===== src/cawdu_pkg.sv =====
// constants and register map of the addressing and pointer unit
// Contract
// - only program fetches stretch, by wait field plus one: 1 to 16
// - fetch wait register resets to 0x07, eight wait cycles
// - xram base comes from relocation register in 4KB steps
// - large: 16-bit program; flat: 20-bit program, 16-bit stack
// - mode field 00 selects large, upper bit set selects flat
// - read-only stack indicator: 0 internal, 1 extended 16-bit stack
// - indirect moves take bits 15..8 from port latch or high byte reg
// - indirect top byte drives bits 23..16 for indirect moves only
// - pointer moves use selected pointer's top, high and low bytes
// - select bit picks second pointer when set; reads current choice
// - direction bits choose increment or decrement per pointer
// - with toggle enabled, select inverts when a pointer is used
// - flat mode stack address is upper stack byte over stack pointer
// - flat mode pointers count as 24-bit; large keeps top byte
package cawdu_pkg;
    localparam logic [9:0] IDX_PTR_SEL   = 10'h086;
    localparam logic [9:0] IDX_FETCH     = 10'h092;
    localparam logic [9:0] IDX_MODE      = 10'h09d;
    localparam logic [9:0] IDX_XBASE     = 10'h0c6;
    localparam logic [9:0] IDX_IND_HI    = 10'h0da;
    localparam logic [9:0] IDX_IND_TOP   = 10'h0ea;
    localparam logic [9:0] IDX_PTR0      = 10'h100;
    localparam logic [9:0] IDX_PTR1      = 10'h101;
    localparam logic [9:0] IDX_STACK     = 10'h102;
    localparam logic [7:0] RST_PTR_SEL   = 8'h00;
    localparam logic [3:0] RST_FETCH     = 4'h7;
    localparam logic [7:0] RST_MODE      = 8'h00;
    localparam logic [7:0] RST_XBASE     = 8'h00;
    localparam int SEL_BIT    = 0;
    localparam int TOGGLE_BIT = 5;
    localparam int DIR_LO_BIT = 6;
    localparam int DIR_HI_BIT = 7;
    localparam int AM_LO_BIT  = 0;
    localparam int AM_HI_BIT  = 1;
    localparam int STK_IND_BIT = 2;
    localparam int HSRC_BIT   = 3;
    localparam int VSEL_BIT   = 5;
    localparam logic [7:0] MODE_WR_MASK = 8'h2b;
    localparam logic [7:0] SEL_WR_MASK  = 8'he1;
    localparam int XBASE_SHIFT = 12;
endpackage


===== src/cawdu_core.sv =====
// addressing, fetch wait and dual data pointer unit with ahb-lite registers
//
// The AHB-Lite slave port is this design's own decision.
module cawdu_core (
    input  wire logic        clk_sys,
    input  wire logic        reset,
    input  wire logic        ce,
    input  wire logic        hsel,
    input  wire logic [11:0] haddr,
    input  wire logic [1:0]  htrans,
    input  wire logic        hwrite,
    input  wire logic [2:0]  hsize,
    input  wire logic [31:0] hwdata,
    input  wire logic        hready,
    output logic             hreadyout,
    output logic             hresp,
    output logic [31:0]      hrdata,
    input  wire logic        ta_open,
    input  wire logic        fetch_start,
    output logic             fetch_busy,
    output logic             fetch_done,
    input  wire logic [19:0] pc_value,
    output logic [19:0]      prog_addr,
    output logic [15:0]      stack_addr,
    output logic             stack_mode_indicator,
    output logic             vector_base_select,
    input  wire logic        first_data_pointer_inc,
    input  wire logic        first_data_pointer_use,
    input  wire logic        movx_ri,
    input  wire logic [7:0]  ri_value,
    input  wire logic [7:0]  port_two_latch,
    output logic [23:0]      external_ram_address
);
    logic [7:0]  pointer_select_reg;
    logic [3:0]  fetch_wait_field;
    logic [7:0]  addr_mode_reg;
    logic [7:0]  xram_base_field;
    logic [7:0]  indirect_high_byte;
    logic [7:0]  indirect_top_byte;
    logic [23:0] first_data_pointer;
    logic [23:0] second_data_pointer;
    logic [15:0] stack_reg;
    logic [4:0]  wait_cnt_reg;
    logic        wr_pend_reg;
    logic        rd_pend_reg;
    logic [9:0]  idx_reg;
    logic [31:0] hrdata_reg;
    logic [23:0] xaddr_reg;
    logic        flat;
    logic        sel;
    logic        bus_wr;
    logic        addr_phase;
    logic [31:0] rd_mux;
    logic [23:0] xbase_off;

    function automatic logic [23:0] step(input logic [23:0] v,
                                         input logic dec,
                                         input logic full);
        logic [23:0] r;
        r = dec ? v - 24'h000001 : v + 24'h000001;
        step = full ? r : {v[23:16], r[15:0]};
    endfunction

    function automatic logic wr_to(input logic [9:0] i, input logic [9:0] t);
        wr_to = (i == t);
    endfunction

    assign flat = addr_mode_reg[cawdu_pkg::AM_HI_BIT];
    assign sel  = pointer_select_reg[cawdu_pkg::SEL_BIT];
    assign stack_mode_indicator = flat;
    assign vector_base_select = addr_mode_reg[cawdu_pkg::VSEL_BIT];
    assign prog_addr = flat ? pc_value : {4'h0, pc_value[15:0]};
    assign stack_addr = flat ? stack_reg : {8'h00, stack_reg[7:0]};
    assign external_ram_address = xaddr_reg;
    assign xbase_off = {4'h0, xram_base_field, 12'h000};
    assign hreadyout = !rd_pend_reg;
    assign hresp = 1'b0;
    assign hrdata = hrdata_reg;
    assign addr_phase = hsel && htrans[1] && hready;
    assign bus_wr = wr_pend_reg;
    assign fetch_busy = (wait_cnt_reg != 5'h00);
    assign fetch_done = (wait_cnt_reg == 5'h01);

    always_comb begin
        rd_mux = 32'h0000_0000;
        case (idx_reg)
            cawdu_pkg::IDX_PTR_SEL: rd_mux[7:0] = pointer_select_reg;
            cawdu_pkg::IDX_FETCH:   rd_mux[3:0] = fetch_wait_field;
            cawdu_pkg::IDX_MODE: begin
                rd_mux[7:0] = addr_mode_reg;
                rd_mux[cawdu_pkg::STK_IND_BIT] = flat;
            end
            cawdu_pkg::IDX_XBASE:   rd_mux[7:0] = xram_base_field;
            cawdu_pkg::IDX_IND_HI:  rd_mux[7:0] = indirect_high_byte;
            cawdu_pkg::IDX_IND_TOP: rd_mux[7:0] = indirect_top_byte;
            cawdu_pkg::IDX_PTR0:    rd_mux[23:0] = first_data_pointer;
            cawdu_pkg::IDX_PTR1:    rd_mux[23:0] = second_data_pointer;
            cawdu_pkg::IDX_STACK:   rd_mux[15:0] = stack_reg;
            default:                rd_mux = 32'h0000_0000;
        endcase
    end

    // bus phases: writes finish in one data cycle, reads take one wait
    always_ff @(posedge clk_sys or posedge reset) begin
        if (reset) begin
            wr_pend_reg <= 1'b0;
            rd_pend_reg <= 1'b0;
            idx_reg <= 10'h000;
            hrdata_reg <= 32'h0000_0000;
        end else if (ce) begin
            wr_pend_reg <= addr_phase && hwrite;
            rd_pend_reg <= addr_phase && !hwrite;
            if (addr_phase)
                idx_reg <= haddr[11:2];
            if (rd_pend_reg)
                hrdata_reg <= rd_mux;
        end
    end

    always_ff @(posedge clk_sys or posedge reset) begin
        if (reset) begin
            fetch_wait_field <= cawdu_pkg::RST_FETCH;
            indirect_high_byte <= 8'h00;
            indirect_top_byte <= 8'h00;
            stack_reg <= 16'h0000;
        end else if (ce && bus_wr) begin
            if (wr_to(idx_reg, cawdu_pkg::IDX_FETCH))
                fetch_wait_field <= hwdata[3:0];
            if (wr_to(idx_reg, cawdu_pkg::IDX_IND_HI))
                indirect_high_byte <= hwdata[7:0];
            if (wr_to(idx_reg, cawdu_pkg::IDX_IND_TOP))
                indirect_top_byte <= hwdata[7:0];
            if (wr_to(idx_reg, cawdu_pkg::IDX_STACK))
                stack_reg <= hwdata[15:0];
        end
    end

    // protected registers accept writes only while timed access is open
    always_ff @(posedge clk_sys or posedge reset) begin
        if (reset) begin
            addr_mode_reg <= cawdu_pkg::RST_MODE;
            xram_base_field <= cawdu_pkg::RST_XBASE;
        end else if (ce && bus_wr && ta_open) begin
            if (wr_to(idx_reg, cawdu_pkg::IDX_MODE))
                addr_mode_reg <= hwdata[7:0] & cawdu_pkg::MODE_WR_MASK;
            if (wr_to(idx_reg, cawdu_pkg::IDX_XBASE))
                xram_base_field <= hwdata[7:0];
        end
    end

    // select bit: a bus write wins over a toggle in the same cycle
    always_ff @(posedge clk_sys or posedge reset) begin
        if (reset) begin
            pointer_select_reg <= cawdu_pkg::RST_PTR_SEL;
        end else if (ce) begin
            if (bus_wr && wr_to(idx_reg, cawdu_pkg::IDX_PTR_SEL))
                pointer_select_reg <= hwdata[7:0] & cawdu_pkg::SEL_WR_MASK;
            else if (first_data_pointer_use && pointer_select_reg[cawdu_pkg::TOGGLE_BIT])
                pointer_select_reg[cawdu_pkg::SEL_BIT] <= !sel;
        end
    end

    always_ff @(posedge clk_sys or posedge reset) begin
        if (reset) begin
            first_data_pointer <= 24'h000000;
            second_data_pointer <= 24'h000000;
        end else if (ce) begin
            if (bus_wr && wr_to(idx_reg, cawdu_pkg::IDX_PTR0))
                first_data_pointer <= hwdata[23:0];
            else if (first_data_pointer_inc && !sel)
                first_data_pointer <= step(first_data_pointer,
                    pointer_select_reg[cawdu_pkg::DIR_LO_BIT],
                    flat);
            if (bus_wr && wr_to(idx_reg, cawdu_pkg::IDX_PTR1))
                second_data_pointer <= hwdata[23:0];
            else if (first_data_pointer_inc && sel)
                second_data_pointer <= step(second_data_pointer,
                    pointer_select_reg[cawdu_pkg::DIR_HI_BIT],
                    flat);
        end
    end

    // xram address, relocated by the base field in 4KB steps
    always_ff @(posedge clk_sys or posedge reset) begin
        if (reset) begin
            xaddr_reg <= 24'h000000;
        end else if (ce) begin
            if (movx_ri)
                xaddr_reg <= {indirect_top_byte,
                    addr_mode_reg[cawdu_pkg::HSRC_BIT] ? indirect_high_byte
                        : port_two_latch, ri_value}
                    + xbase_off;
            else
                xaddr_reg <= (sel ? second_data_pointer : first_data_pointer)
                    + xbase_off;
        end
    end

    // program fetch stretch; data moves never load this counter
    always_ff @(posedge clk_sys or posedge reset) begin
        if (reset) begin
            wait_cnt_reg <= 5'h00;
        end else if (ce) begin
            if (fetch_start && !fetch_busy)
                wait_cnt_reg <= {1'b0, fetch_wait_field} + 5'h01;
            else if (fetch_busy)
                wait_cnt_reg <= wait_cnt_reg - 5'h01;
        end
    end

    logic [4:0] elapsed_reg;
    always_ff @(posedge clk_sys or posedge reset) begin
        if (reset)
            elapsed_reg <= 5'h00;
        else if (ce && fetch_start && !fetch_busy)
            elapsed_reg <= 5'h01;
        else if (ce && fetch_busy)
            elapsed_reg <= elapsed_reg + 5'h01;
    end

    property p_fetch_len;
        @(posedge clk_sys) disable iff (reset)
        fetch_done |-> elapsed_reg == {1'b0, fetch_wait_field} + 5'h01;
    endproperty
    a_fetch_len: assert property (p_fetch_len)
        else $error("fetch stretch length wrong");

    property p_fetch_refuse;
        @(posedge clk_sys) disable iff (reset)
        ce && fetch_start && fetch_busy |=>
            wait_cnt_reg == $past(wait_cnt_reg) - 5'h01;
    endproperty
    a_fetch_refuse: assert property (p_fetch_refuse)
        else $error("fetch start accepted while busy");

    property p_fetch_rst;
        @(posedge clk_sys) disable iff (reset)
        $fell(reset) |-> fetch_wait_field == cawdu_pkg::RST_FETCH;
    endproperty
    a_fetch_rst: assert property (p_fetch_rst)
        else $error("fetch wait reset value wrong");

    property p_prog;
        @(posedge clk_sys) disable iff (reset)
        !addr_mode_reg[1] |-> prog_addr[19:16] == 4'h0;
    endproperty
    a_prog: assert property (p_prog)
        else $error("large mode program address exceeds 16 bits");

    property p_stk_ind;
        @(posedge clk_sys) disable iff (reset)
        ce && rd_pend_reg && idx_reg == cawdu_pkg::IDX_MODE |=>
            hrdata[cawdu_pkg::STK_IND_BIT] == $past(flat);
    endproperty
    a_stk_ind: assert property (p_stk_ind)
        else $error("stack indicator reads wrong");

    property p_stack;
        @(posedge clk_sys) disable iff (reset)
        !flat |-> stack_addr[15:8] == 8'h00;
    endproperty
    a_stack: assert property (p_stack)
        else $error("large mode stack address has upper byte");

    property p_ri;
        @(posedge clk_sys) disable iff (reset)
        ce && movx_ri && xram_base_field == 8'h00 |=>
            external_ram_address[7:0] == $past(ri_value) &&
            external_ram_address[23:16] == $past(indirect_top_byte);
    endproperty
    a_ri: assert property (p_ri)
        else $error("indirect move address wrong");

    property p_toggle;
        @(posedge clk_sys) disable iff (reset)
        ce && first_data_pointer_use && pointer_select_reg[cawdu_pkg::TOGGLE_BIT]
            && !bus_wr |=> sel != $past(sel);
    endproperty
    a_toggle: assert property (p_toggle)
        else $error("pointer select did not toggle");

    property p_ta;
        @(posedge clk_sys) disable iff (reset)
        !ta_open |=> $stable(addr_mode_reg) && $stable(xram_base_field);
    endproperty
    a_ta: assert property (p_ta)
        else $error("protected register changed while locked");

    property p_large_top;
        @(posedge clk_sys) disable iff (reset)
        ce && first_data_pointer_inc && !sel && !flat && !bus_wr |=>
            first_data_pointer[23:16] == $past(first_data_pointer[23:16]);
    endproperty
    a_large_top: assert property (p_large_top)
        else $error("large mode top byte changed");

    c_fetch: cover property (@(posedge clk_sys) disable iff (reset)
        fetch_done && fetch_wait_field == 4'hf);
    c_toggle: cover property (@(posedge clk_sys) disable iff (reset)
        ce && first_data_pointer_use && pointer_select_reg[5]);
    c_flat: cover property (@(posedge clk_sys) disable iff (reset)
        flat && first_data_pointer_inc);
    c_ri: cover property (@(posedge clk_sys) disable iff (reset)
        movx_ri && addr_mode_reg[cawdu_pkg::HSRC_BIT]);
endmodule // cawdu_core


===== config.mk =====
export PLATFORM = sky130hd
export DESIGN_NAME = cawdu_core
export DESIGN_NICKNAME = d
export VERILOG_FILES = /design/src/cawdu_pkg.sv /design/src/cawdu_core.sv
export SDC_FILE = /design/constraint.sdc
export NUM_CORES = 1
export LEC_CHECK = 0
export BUFFER_PORTS_ARGS = -buffer_cell sky130_fd_sc_hd__buf_2
export CORE_MARGIN = 2
export CORE_UTILIZATION = 54
export DETAILED_ROUTE_END_ITERATION = 10
export GPL_ROUTABILITY_DRIVEN = 0
export PLACE_DENSITY = 0.77
export SLEW_MARGIN = 10
export SYNTH_ARGS = -nofsm -noshare
export SYNTH_HDL_FRONTEND = slang
export SYNTH_SLANG_ARGS = --single-unit

===== constraint.sdc =====
create_clock -name clk_sys -period 15 [get_ports clk_sys]
set_input_delay 3 -clock clk_sys [delete_from_list [all_inputs] [get_ports clk_sys]]
set_output_delay 3 -clock clk_sys [all_outputs]
set_load 0.05 [all_outputs]

==> flow_summary.yaml, run 1 <==
synthesis:
  netlist.area_leader.share: 0.3712
  synth_compound_area_frac: 0.1911
  muxShareOfSynthArea: 0.1313
  syn_inst: 1178
  synth_top_family_by_area: "compound AO/OA/AOI/OAI gates"
  synth_edf_count: 0
  async_reset_ff_frac: 1.000
  synth_area_leaders: "dfrtp_1 (37%), mux2_2 (8.5%), ha_1 (6.3%)"
  synth_xor_area_frac: 0.03448
  yosys.area.top_type: "dfrtp_1"
  yosysMostFrequentCell: "dfrtp_1"
  ys_seq_area_frac: 0.3784
  synth_ff_type: "dfrtp_1"
  yosysUniqueCellTypes: 71
  syn_avg_cell_area_um2: 9.271
  synthAdderAreaFrac: 0.06851
  synth_common_cells: "dfrtp_1 (162), nand2_1 (132), o21ai_0 (110)"
  yosys.area_share.simple: 0.1443
  synth-seq-cells: 165
  yosysWarnings: 0
  netlist_area_mm2: 0.01092
worst_setup_path:
  cp.required_ns: 12.00
  worstSetupStartpointType: "input pin"
  end_kind: "primary output"
  path_buf_inv: 2
  r2r_slack_ns: 11.07
  path_cells: "buf_2, and2_1, buf_2"
  worstRegToRegCells: 13
  cp.arrival_ns: 3.46
  crit_top_cell: "buf_2"
  rr_startpoint: "pointer_select_reg[0]$_DFFE_PP0P_"
  path_max_fanout: 1
  cp_top_family: "buffers and inverters"
  slowest_delay_ns: 0.26
  reg2reg_to: "external_ram_address[23]$_DFFE_PP0P_"
  crit_path_top_delay_cell: "buf_2"
  worstSetupPathType: "in2out"
finish:
  nNetsFinal: 1422
  seq_area_mm2: 0.004133
  multi_input_area_mm2: 0.006270
  drive_gt1_frac: 0.2287
  fin_util: 0.6110
  n_fill_cell: 1747
  antenna_cells: 0
  area_growth_pct: 12.11
drt:
  drc: 0
  dr.pass1.iters: 7
  wl_per_cell_um: 20.23
  wirelength_um: 31380
  vias: 9499
  viasPerCell: 6.124
  drtAntennaViolNets: 0
  dr.first_iter.drc_count: 934
timing:
  fmax_ghz: 0.1549
  whs_ns: 0.4691
  setup-tns-final_ns: 0
  finalHoldViolCount: 0
  period_share: 0.4305
  worst_pin_slew_ns: 1.136
  relSlewSlack: 0.2427
  rsz0062_at_grt: "false"
  fin_skew_ns: 0.01079
  drv_slew: 0
  period_minus_slack_ns: 6.458
  final-setup-viol-count: 0
clocking:
  cts_tree: "built"
  h-tree-depth: 4
  cts_resized: 0
  cts_hold_buf: 0
  cts_root_buffer: "clkbuf_16"
  cts_inserted_buffers: 17
  cts.clk_slew.worst_paths_ns: 0.06
  clock_sinks: 165
  cts_setup_buffers: 0
  clock_latency_ns: 0.44
  clockBufferDepth: 2
power_and_ir_drop:
  power_mw: 1.232
  power_density_mw_per_mm2: 100.6
  leakagePower_nw: 6.055
  ir_drop_mv: 0.06825
min_path:
  whs_path_depth: 2
  holdPathEnd: "hrdata[19]$_DFFE_PP0P_"
  worst_hold_path_type: "reg2reg"
  hp-start: "hrdata[19]$_DFFE_PP0P_"
die:
  dieArea_mm2: 0.02138
  die_h_um: 146.2
  core_area_mm2: 0.02004
  start_util: 0.5450
  ioPinCount: 194
  rows: 52
  die_w_um: 146.2
outcome:
  status: "finished clean"
global_routing:
  grt_usage: 0.2940
  grt_pass1_vias: 9133
  grt_max_degree: 63
  grt-ovfl-total: 0
  grt_pass1_wl_um: 49730
  antenna_found_initial: 0
placed_design:
  io_buffers: 138
  dpl.hpwl_um: 22310
job:
  drv_cap: 0
[layout by cell type, fill, tap and decap left out, types with 22 or more instances in the layout]
master / n
xnor2_1: 22
buf_2: 138
mux2i_1: 51
mux2_2: 82
nand2_1: 132
inv_1: 22
a21oi_1: 92
ha_1: 55
o21ai_0: 110
dfrtp_1: 162
nor2_1: 71
[worst register-to-register path, delay by kind of cell, from the launching register on]
kind / cells / cell delay (ns)
compound gates: 8 / 1.74
fa+ha+maj: 1 / 0.34
buf+inv: 1 / 0.47
flops: 1 / 0.79
simple gates: 2 / 0.24
xor+xnor: 1 / 0.19
[per-stage QoR]
| step | setup WS [ns] | instance area (um^2) | instances |
|---|---|---|---|
| after floorplan | 7.543 | 10950 | 1186 |
| after global placement | 8.565 | 11620 | 1519 |
| after detailed placement | 8.543 | 11620 | 1519 |
| after CTS | 8.543 | 12240 | 1551 |
| after global routing | 8.524 | 12240 | 1551 |
| final | 8.542 | 12240 | 1551 |
[layer usage]
metal | GRT usage | wire length (um)
met1 | 0.3982 | 13100
met2 | 0.4665 | 14630
met3 | 0.05094 | 2350
met4 | 0.1301 | 1297
met5 | 0 | 0
[worst max path at each step]
stage                       startpoint                            to  slack [ns]  cells past startpoint
after global routing      pc_value[16]                 prog_addr[16]        8.52                      3
after global placement    pc_value[16]                 prog_addr[16]        8.57                      3
after floorplan                  reset  addr_mode_reg[0]$_DFFE_PP0P_        7.54                      1
after CTS                 pc_value[17]                 prog_addr[17]        8.54                      3
after detailed placement  pc_value[17]                 prog_addr[17]        8.54                      3
final                     pc_value[17]                 prog_addr[17]        8.54                      3
[kinds of logic (layout without fill, tap and decap cells)]
kind of cell / Yosys count / in the layout
mux: 133 / 133
flops: 165 / 165
buf+inv: 111 / 206
other cells: 1 / 9
simple gates: 334 / 334
compound gates: 333 / 333
fa+ha+maj: 58 / 58
xor+xnor: 43 / 43
[final cells by class]
cell class | count | share of cell area
multi-input cells | 910 | 0.5121
flip-flops and latches | 165 | 0.3375
repair buffers | 151 | 0.06438
clock buffers | 21 | 0.03679
well taps | 270 | 0.02759
clock inverters | 11 | 0.01420
inverters | 23 | 0.007460
[report_power, final]
part	total, mW	switching (mW)	internal, mW
logic	0.242	0.158	0.0843
registers	0.517	0.0399	0.477
clock network	0.473	0.188	0.285
Note: power is estimated with default switching activity, not from simulation.
==> run 2: changes to the inputs <==
- CORE_UTILIZATION: 54 -> 52
- PLACE_DENSITY: 0.77 -> 0.78
- clock period: 15 -> 5.32 ns (I/O delays scaled with it)
==> run 2 against run 1 <==
Sequential share of layout area is the same. Final cell count is 0.39% higher. Cell area did not move. Register-to-register slack lost 9.8 ns. Critical path type is now reg2reg. Critical endpoint is now second_data_pointer[20]$_DFFE_PP0P_.
==> flow_summary.yaml, run 2 (same netlist as run 1, synthesis figures left out) <==
power_and_ir_drop:
  ir_drop_mv: 0.1516
  leakagePower_nw: 6.055
  power_density_mw_per_mm2: 278.4
drt:
  viasPerCell: 6.149
  vias: 9574
  drc: 0
  drtAntennaViolNets: 0
  wirelength_um: 31130
  dr.pass1.iters: 7
  dr.first_iter.drc_count: 1078
  wl_per_cell_um: 20.00
timing:
  finalHoldViolCount: 0
  period_minus_slack_ns: 4.007
  relSlewSlack: 0.2643
  worst_pin_slew_ns: 1.103
  final-setup-viol-count: 0
  fmax_ghz: 0.2496
  drv_slew: 0
  period_share: 0.7531
  setup-tns-final_ns: 0
  fin_skew_ns: 0.01034
  rsz0062_at_grt: "false"
clocking:
  clock_sinks: 165
  h-tree-depth: 4
  clock_latency_ns: 0.44
  cts_resized: 0
  clockBufferDepth: 2
  cts_setup_buffers: 0
  cts_inserted_buffers: 17
  cts_hold_buf: 0
  cts.clk_slew.worst_paths_ns: 0.06
  cts_tree: "built"
  cts_root_buffer: "clkbuf_16"
die:
  die_h_um: 148.9
  die_w_um: 148.9
  core_area_mm2: 0.02082
  ioPinCount: 194
  rows: 53
  dieArea_mm2: 0.02218
  start_util: 0.5245
worst_setup_path:
  path_max_fanout: 27
  worstSetupStartpointType: "flop"
  startpoint: "pointer_select_reg[7]$_DFFE_PP0P_"
  rr_startpoint: "pointer_select_reg[7]$_DFFE_PP0P_"
  cp.required_ns: 5.66
  cp.arrival_ns: 4.34
  end_kind: "flop"
  worstSetupPathType: "reg2reg"
placed_design:
  placed_area_mm2: 0.01165
  io_buffers: 138
  dpl.hpwl_um: 22320
finish:
  nNetsFinal: 1424
  final_common_cell: "dfrtp_1"
  area_growth_pct: 12.11
  finalInstanceArea_mm2: 0.01224
  drive_gt1_frac: 0.2278
  final_cell_mix: "dfrtp_1 (162), buf_2 (138), nand2_1 (132)"
  antenna_cells: 0
outcome:
  status: "finished clean"
min_path:
  hp-start: "hrdata[17]$_DFFE_PP0P_"
  worst_hold_path_type: "reg2reg"
global_routing:
  grt_pass1_wl_um: 48530
  grt_usage: 0.2812
  grt_pass1_vias: 9047
  grt-ovfl-total: 0
  antenna_found_initial: 0
  grt_max_degree: 166
job:
  drv_cap: 0
run 2: changes by cell type in the layout (fill, tap and decap cells not counted), sizes merged:
cell / delta
clkbuf: +3
buf: +2
inv: -2
bufinv: -1
clkinvlp: -1
run 2: worst paths after layout:
| kind | to | slack (ns) | depth (start not counted) |
|---|---|---|---|
| worst max-delay path | second_data_pointer[20]$_DFFE_PP0P_ | 1.31 | 12 |
| worst min-delay path | hrdata[17]$_DFFE_PP0P_ | 0.47 | 2 |
| worst max register to register | second_data_pointer[20]$_DFFE_PP0P_ | 1.31 | 12 |
| worst min register to register | hrdata[17]$_DFFE_PP0P_ | 0.47 | 2 |
| max in group asynchronous | external_ram_address[7]$_DFFE_PP0P_ | 3.80 | 3 |
| min in group asynchronous | first_data_pointer[18]$_DFFE_PP0P_ | 0.92 | 3 |
run 2: cell type report:
cell class	instances	area [um^2]
clock buffers	24	471.7
clock inverters	7	120.1
fillers	1797	8578
inverters	23	90.09
multi-input cells	910	6270
flip-flops and latches	165	4133
well taps	275	344.1
repair buffers	153	815.8
run 2: where the power goes:
part | switching, mW | internal, mW | total [mW]
clock | 0.503 | 0.764 | 1.27
sequential | 0.116 | 1.34 | 1.46
combinational | 0.442 | 0.240 | 0.681
total | 1.06 | 2.35 | 3.41
run 2: through the flow:
stage | cells | hold WS, ns | utilization | worst slack (ns) | power, mW
2_1_floorplan | 1186 | 0.4816 | - | 1.373 | 1.974
3_3_place_gp | 1526 | 0.4594 | 0.5596 | 1.305 | 2.119
3_5_place_dp | 1526 | 0.4658 | 0.5596 | 1.280 | 2.147
4_1_cts | 1557 | 0.4797 | 0.5880 | 1.352 | 3.408
5_1_grt | 1557 | 0.4876 | 0.5880 | 1.088 | 3.546
6_report | 1557 | 0.4698 | 0.5880 | 1.313 | 3.408
run 2: worst max-delay path, cell delays in order, from the launching register on:
cell and delay [ns]:
dfrtp_1 1.07, inv_1 0.31, fa_1 0.52, and2b_1 0.24, o21ai_2 0.07, a21boi_2 0.23, o211ai_2 0.14, nand3_1 0.15
a41oi_1 0.29, o31ai_1 0.39, xor2_1 0.20, mux2i_1 0.09, o21ai_0 0.20
run 2: metal layers:
layer | vias to the layer above | GRT usage | routed length (um)
li1 | 4405 | - | -
met5 | - | 0 | 0
met1 | 4646 | 0.3719 | 13030
met4 | 0 | 0.1219 | 1076
met3 | 88 | 0.04771 | 2232
met2 | 435 | 0.4567 | 14790
==> run 3: changes to the inputs <==
- CORE_UTILIZATION: 52 -> 54
- PLACE_DENSITY: 0.78 -> 0.77
- clock period: 5.32 -> 3.7 ns (I/O delays scaled with it)
==> run 3 against run 2 <==
Clock skew is 0.0024 ns lower. Routed wire length is 1.0% higher. Sequential share of layout area is 0.31 points lower. Final cell count is 0.26% higher. Utilization is 2.9 points higher. Clock-buffer cell count is 6 lower. First-iteration DRC count is 21% lower. Flip-flop and latch count stayed put. Setup slack worse by 0.86 ns. Global-route usage is 1.3 points higher. Combinational power is 42% higher. Die area is 3.6% lower. Largest power group unchanged.
==> flow_summary.yaml, run 3 (same netlist as run 1, synthesis figures left out) <==
timing:
  period_minus_slack_ns: 3.245
  fmax_ghz: 0.3082
  setup-tns-final_ns: 0
  whs_ns: 0.4365
  finalHoldViolCount: 0
  worst_pin_slew_ns: 1.192
  drv_slew: 0
  period_share: 0.8770
  rsz0062_at_grt: "false"
  fin_skew_ns: 0.007939
  relSlewSlack: 0.2053
  final-setup-viol-count: 0
power_and_ir_drop:
  ir_drop_mv: 0.2120
  leakagePower_nw: 6.103
  power_mw: 4.997
  power_density_mw_per_mm2: 404.3
finish:
  final_cell_mix: "dfrtp_1 (162), buf_2 (138), nand2_1 (132)"
  final_common_cell: "dfrtp_1"
  area_growth_pct: 13.16
  nNetsFinal: 1432
  drive_gt1_frac: 0.2363
  finalInstanceArea_mm2: 0.01236
  antenna_cells: 0
global_routing:
  grt_max_degree: 58
  antenna_found_initial: 0
  grt_usage: 0.2941
  grt_pass1_vias: 9260
  grt_pass1_wl_um: 49560
  grt-ovfl-total: 0
die:
  dieArea_mm2: 0.02138
  die_w_um: 146.2
  die_h_um: 146.2
  rows: 52
  ioPinCount: 194
  start_util: 0.5450
  core_area_mm2: 0.02004
worst_setup_path:
  path_max_fanout: 7
  crit_path_top_delay_cell: "dfrtp_1"
  slowest_delay_ns: 0.48
  end_kind: "flop"
  worstSetupPathType: "reg2reg"
  reg2reg_to: "second_data_pointer[22]$_DFFE_PP0P_"
  worstRegToRegCells: 12
  r2r_slack_ns: 0.46
  path_cells: "buf_4, ha_1, and2b_1, o21ai_2, a21boi_2, o211ai_2, nand3_1, a41oi_1, nor4_1, nor3b_1, mux2i_1, nand3_1"
  crit_top_cell: "nand3_1"
  cp.required_ns: 4.01
  cp.arrival_ns: 3.56
  rr_startpoint: "pointer_select_reg[7]$_DFFE_PP0P_"
  worstSetupStartpointType: "flop"
clocking:
  clock_latency_ns: 0.44
  clock_sinks: 165
  cts_tree: "built"
  cts_resized: 0
  cts_inserted_buffers: 17
  cts_root_buffer: "clkbuf_16"
  cts_setup_buffers: 0
  cts.clk_slew.worst_paths_ns: 0.07
  h-tree-depth: 4
  cts_hold_buf: 0
  clockBufferDepth: 2
drt:
  vias: 9522
  viasPerCell: 6.100
  dr.first_iter.drc_count: 855
  drc: 0
  dr.pass1.iters: 5
  wl_per_cell_um: 20.15
  drtAntennaViolNets: 0
  wirelength_um: 31450
placed_design:
  placed_area_mm2: 0.01173
  io_buffers: 138
  dpl.hpwl_um: 23410
outcome:
  status: "finished clean"
job:
  drv_cap: 0
min_path:
  worst_hold_path_type: "in2async"
==> run 3: cell types whose count changed in the layout (fill, tap and decap cells not counted), moves of 2 or more <==
cell        previous run  this run
buf_12                 1         3
buf_4                 14        20
clkbuf_1               5         1
clkbuf_8               2         0
clkinvlp_4             2         8
==> run 3: critical path, delay by kind of cell, from the launching register on <==
kind	cells	cell delay, ns
and+or+nand+nor	5	0.88
buffers and inverters	1	0.22
adders and majority gates	1	0.34
AOI/OAI and AO/OA	4	0.92
DFF	1	0.48
muxes	1	0.27
==> run 3: layout make-up <==
type                            instances  area (um^2)
Inverter                               23        90.09
Fill cell                            1749         7680
Multi-Input combinational cell        910         6270
Sequential cell                       165         4133
Clock buffer                           18        429.2
Timing Repair Buffer                  161        900.9
Tap cell                              270        337.8
Clock inverter                         14        198.9
==> run 3: worst max-delay path by stage <==
stage / slack (ns) / from / to / depth (start not counted)
final: 0.46 / pointer_select_reg[7]$_DFFE_PP0P_ / second_data_pointer[22]$_DFFE_PP0P_ / 12
after global routing: 0.24 / pointer_select_reg[7]$_DFFE_PP0P_ / second_data_pointer[22]$_DFFE_PP0P_ / 12
after CTS: 0.50 / pointer_select_reg[7]$_DFFE_PP0P_ / second_data_pointer[22]$_DFFE_PP0P_ / 12
after detailed placement: 0.21 / movx_ri / external_ram_address[20]$_DFFE_PP0P_ / 14
after global placement: 0.22 / movx_ri / external_ram_address[20]$_DFFE_PP0P_ / 14
after floorplan: 0.08 / movx_ri / external_ram_address[20]$_DFFE_PP0P_ / 15
==> run 3: through the flow <==
stage / setup WS [ns] / util / cells
2_1_floorplan: 0.07722 / - / 1186
4_1_cts: 0.5024 / 0.6168 / 1561
5_1_grt: 0.2424 / 0.6168 / 1561
6_report: 0.4550 / 0.6168 / 1561
3_3_place_gp: 0.2236 / 0.5854 / 1529
3_5_place_dp: 0.2081 / 0.5854 / 1529
==> run 3: per-layer routing <==
layer | share of wire | routed length [um] | global-route usage | vias up
met5 | 0 | 0 | 0 | -
met4 | 0.043 | 1343 | 0.1427 | 0
met3 | 0.067 | 2106 | 0.05781 | 87
met2 | 0.47 | 14840 | 0.4748 | 403
met1 | 0.42 | 13160 | 0.3815 | 4612
li1 | - | - | - | 4420
==> run 3: power breakdown <==
| part | internal [mW] | switching, mW |
|---|---|---|
| clock network | 1.13 | 0.776 |
| logic | 0.350 | 0.617 |
| registers | 1.93 | 0.185 |
| total | 3.42 | 1.58 |
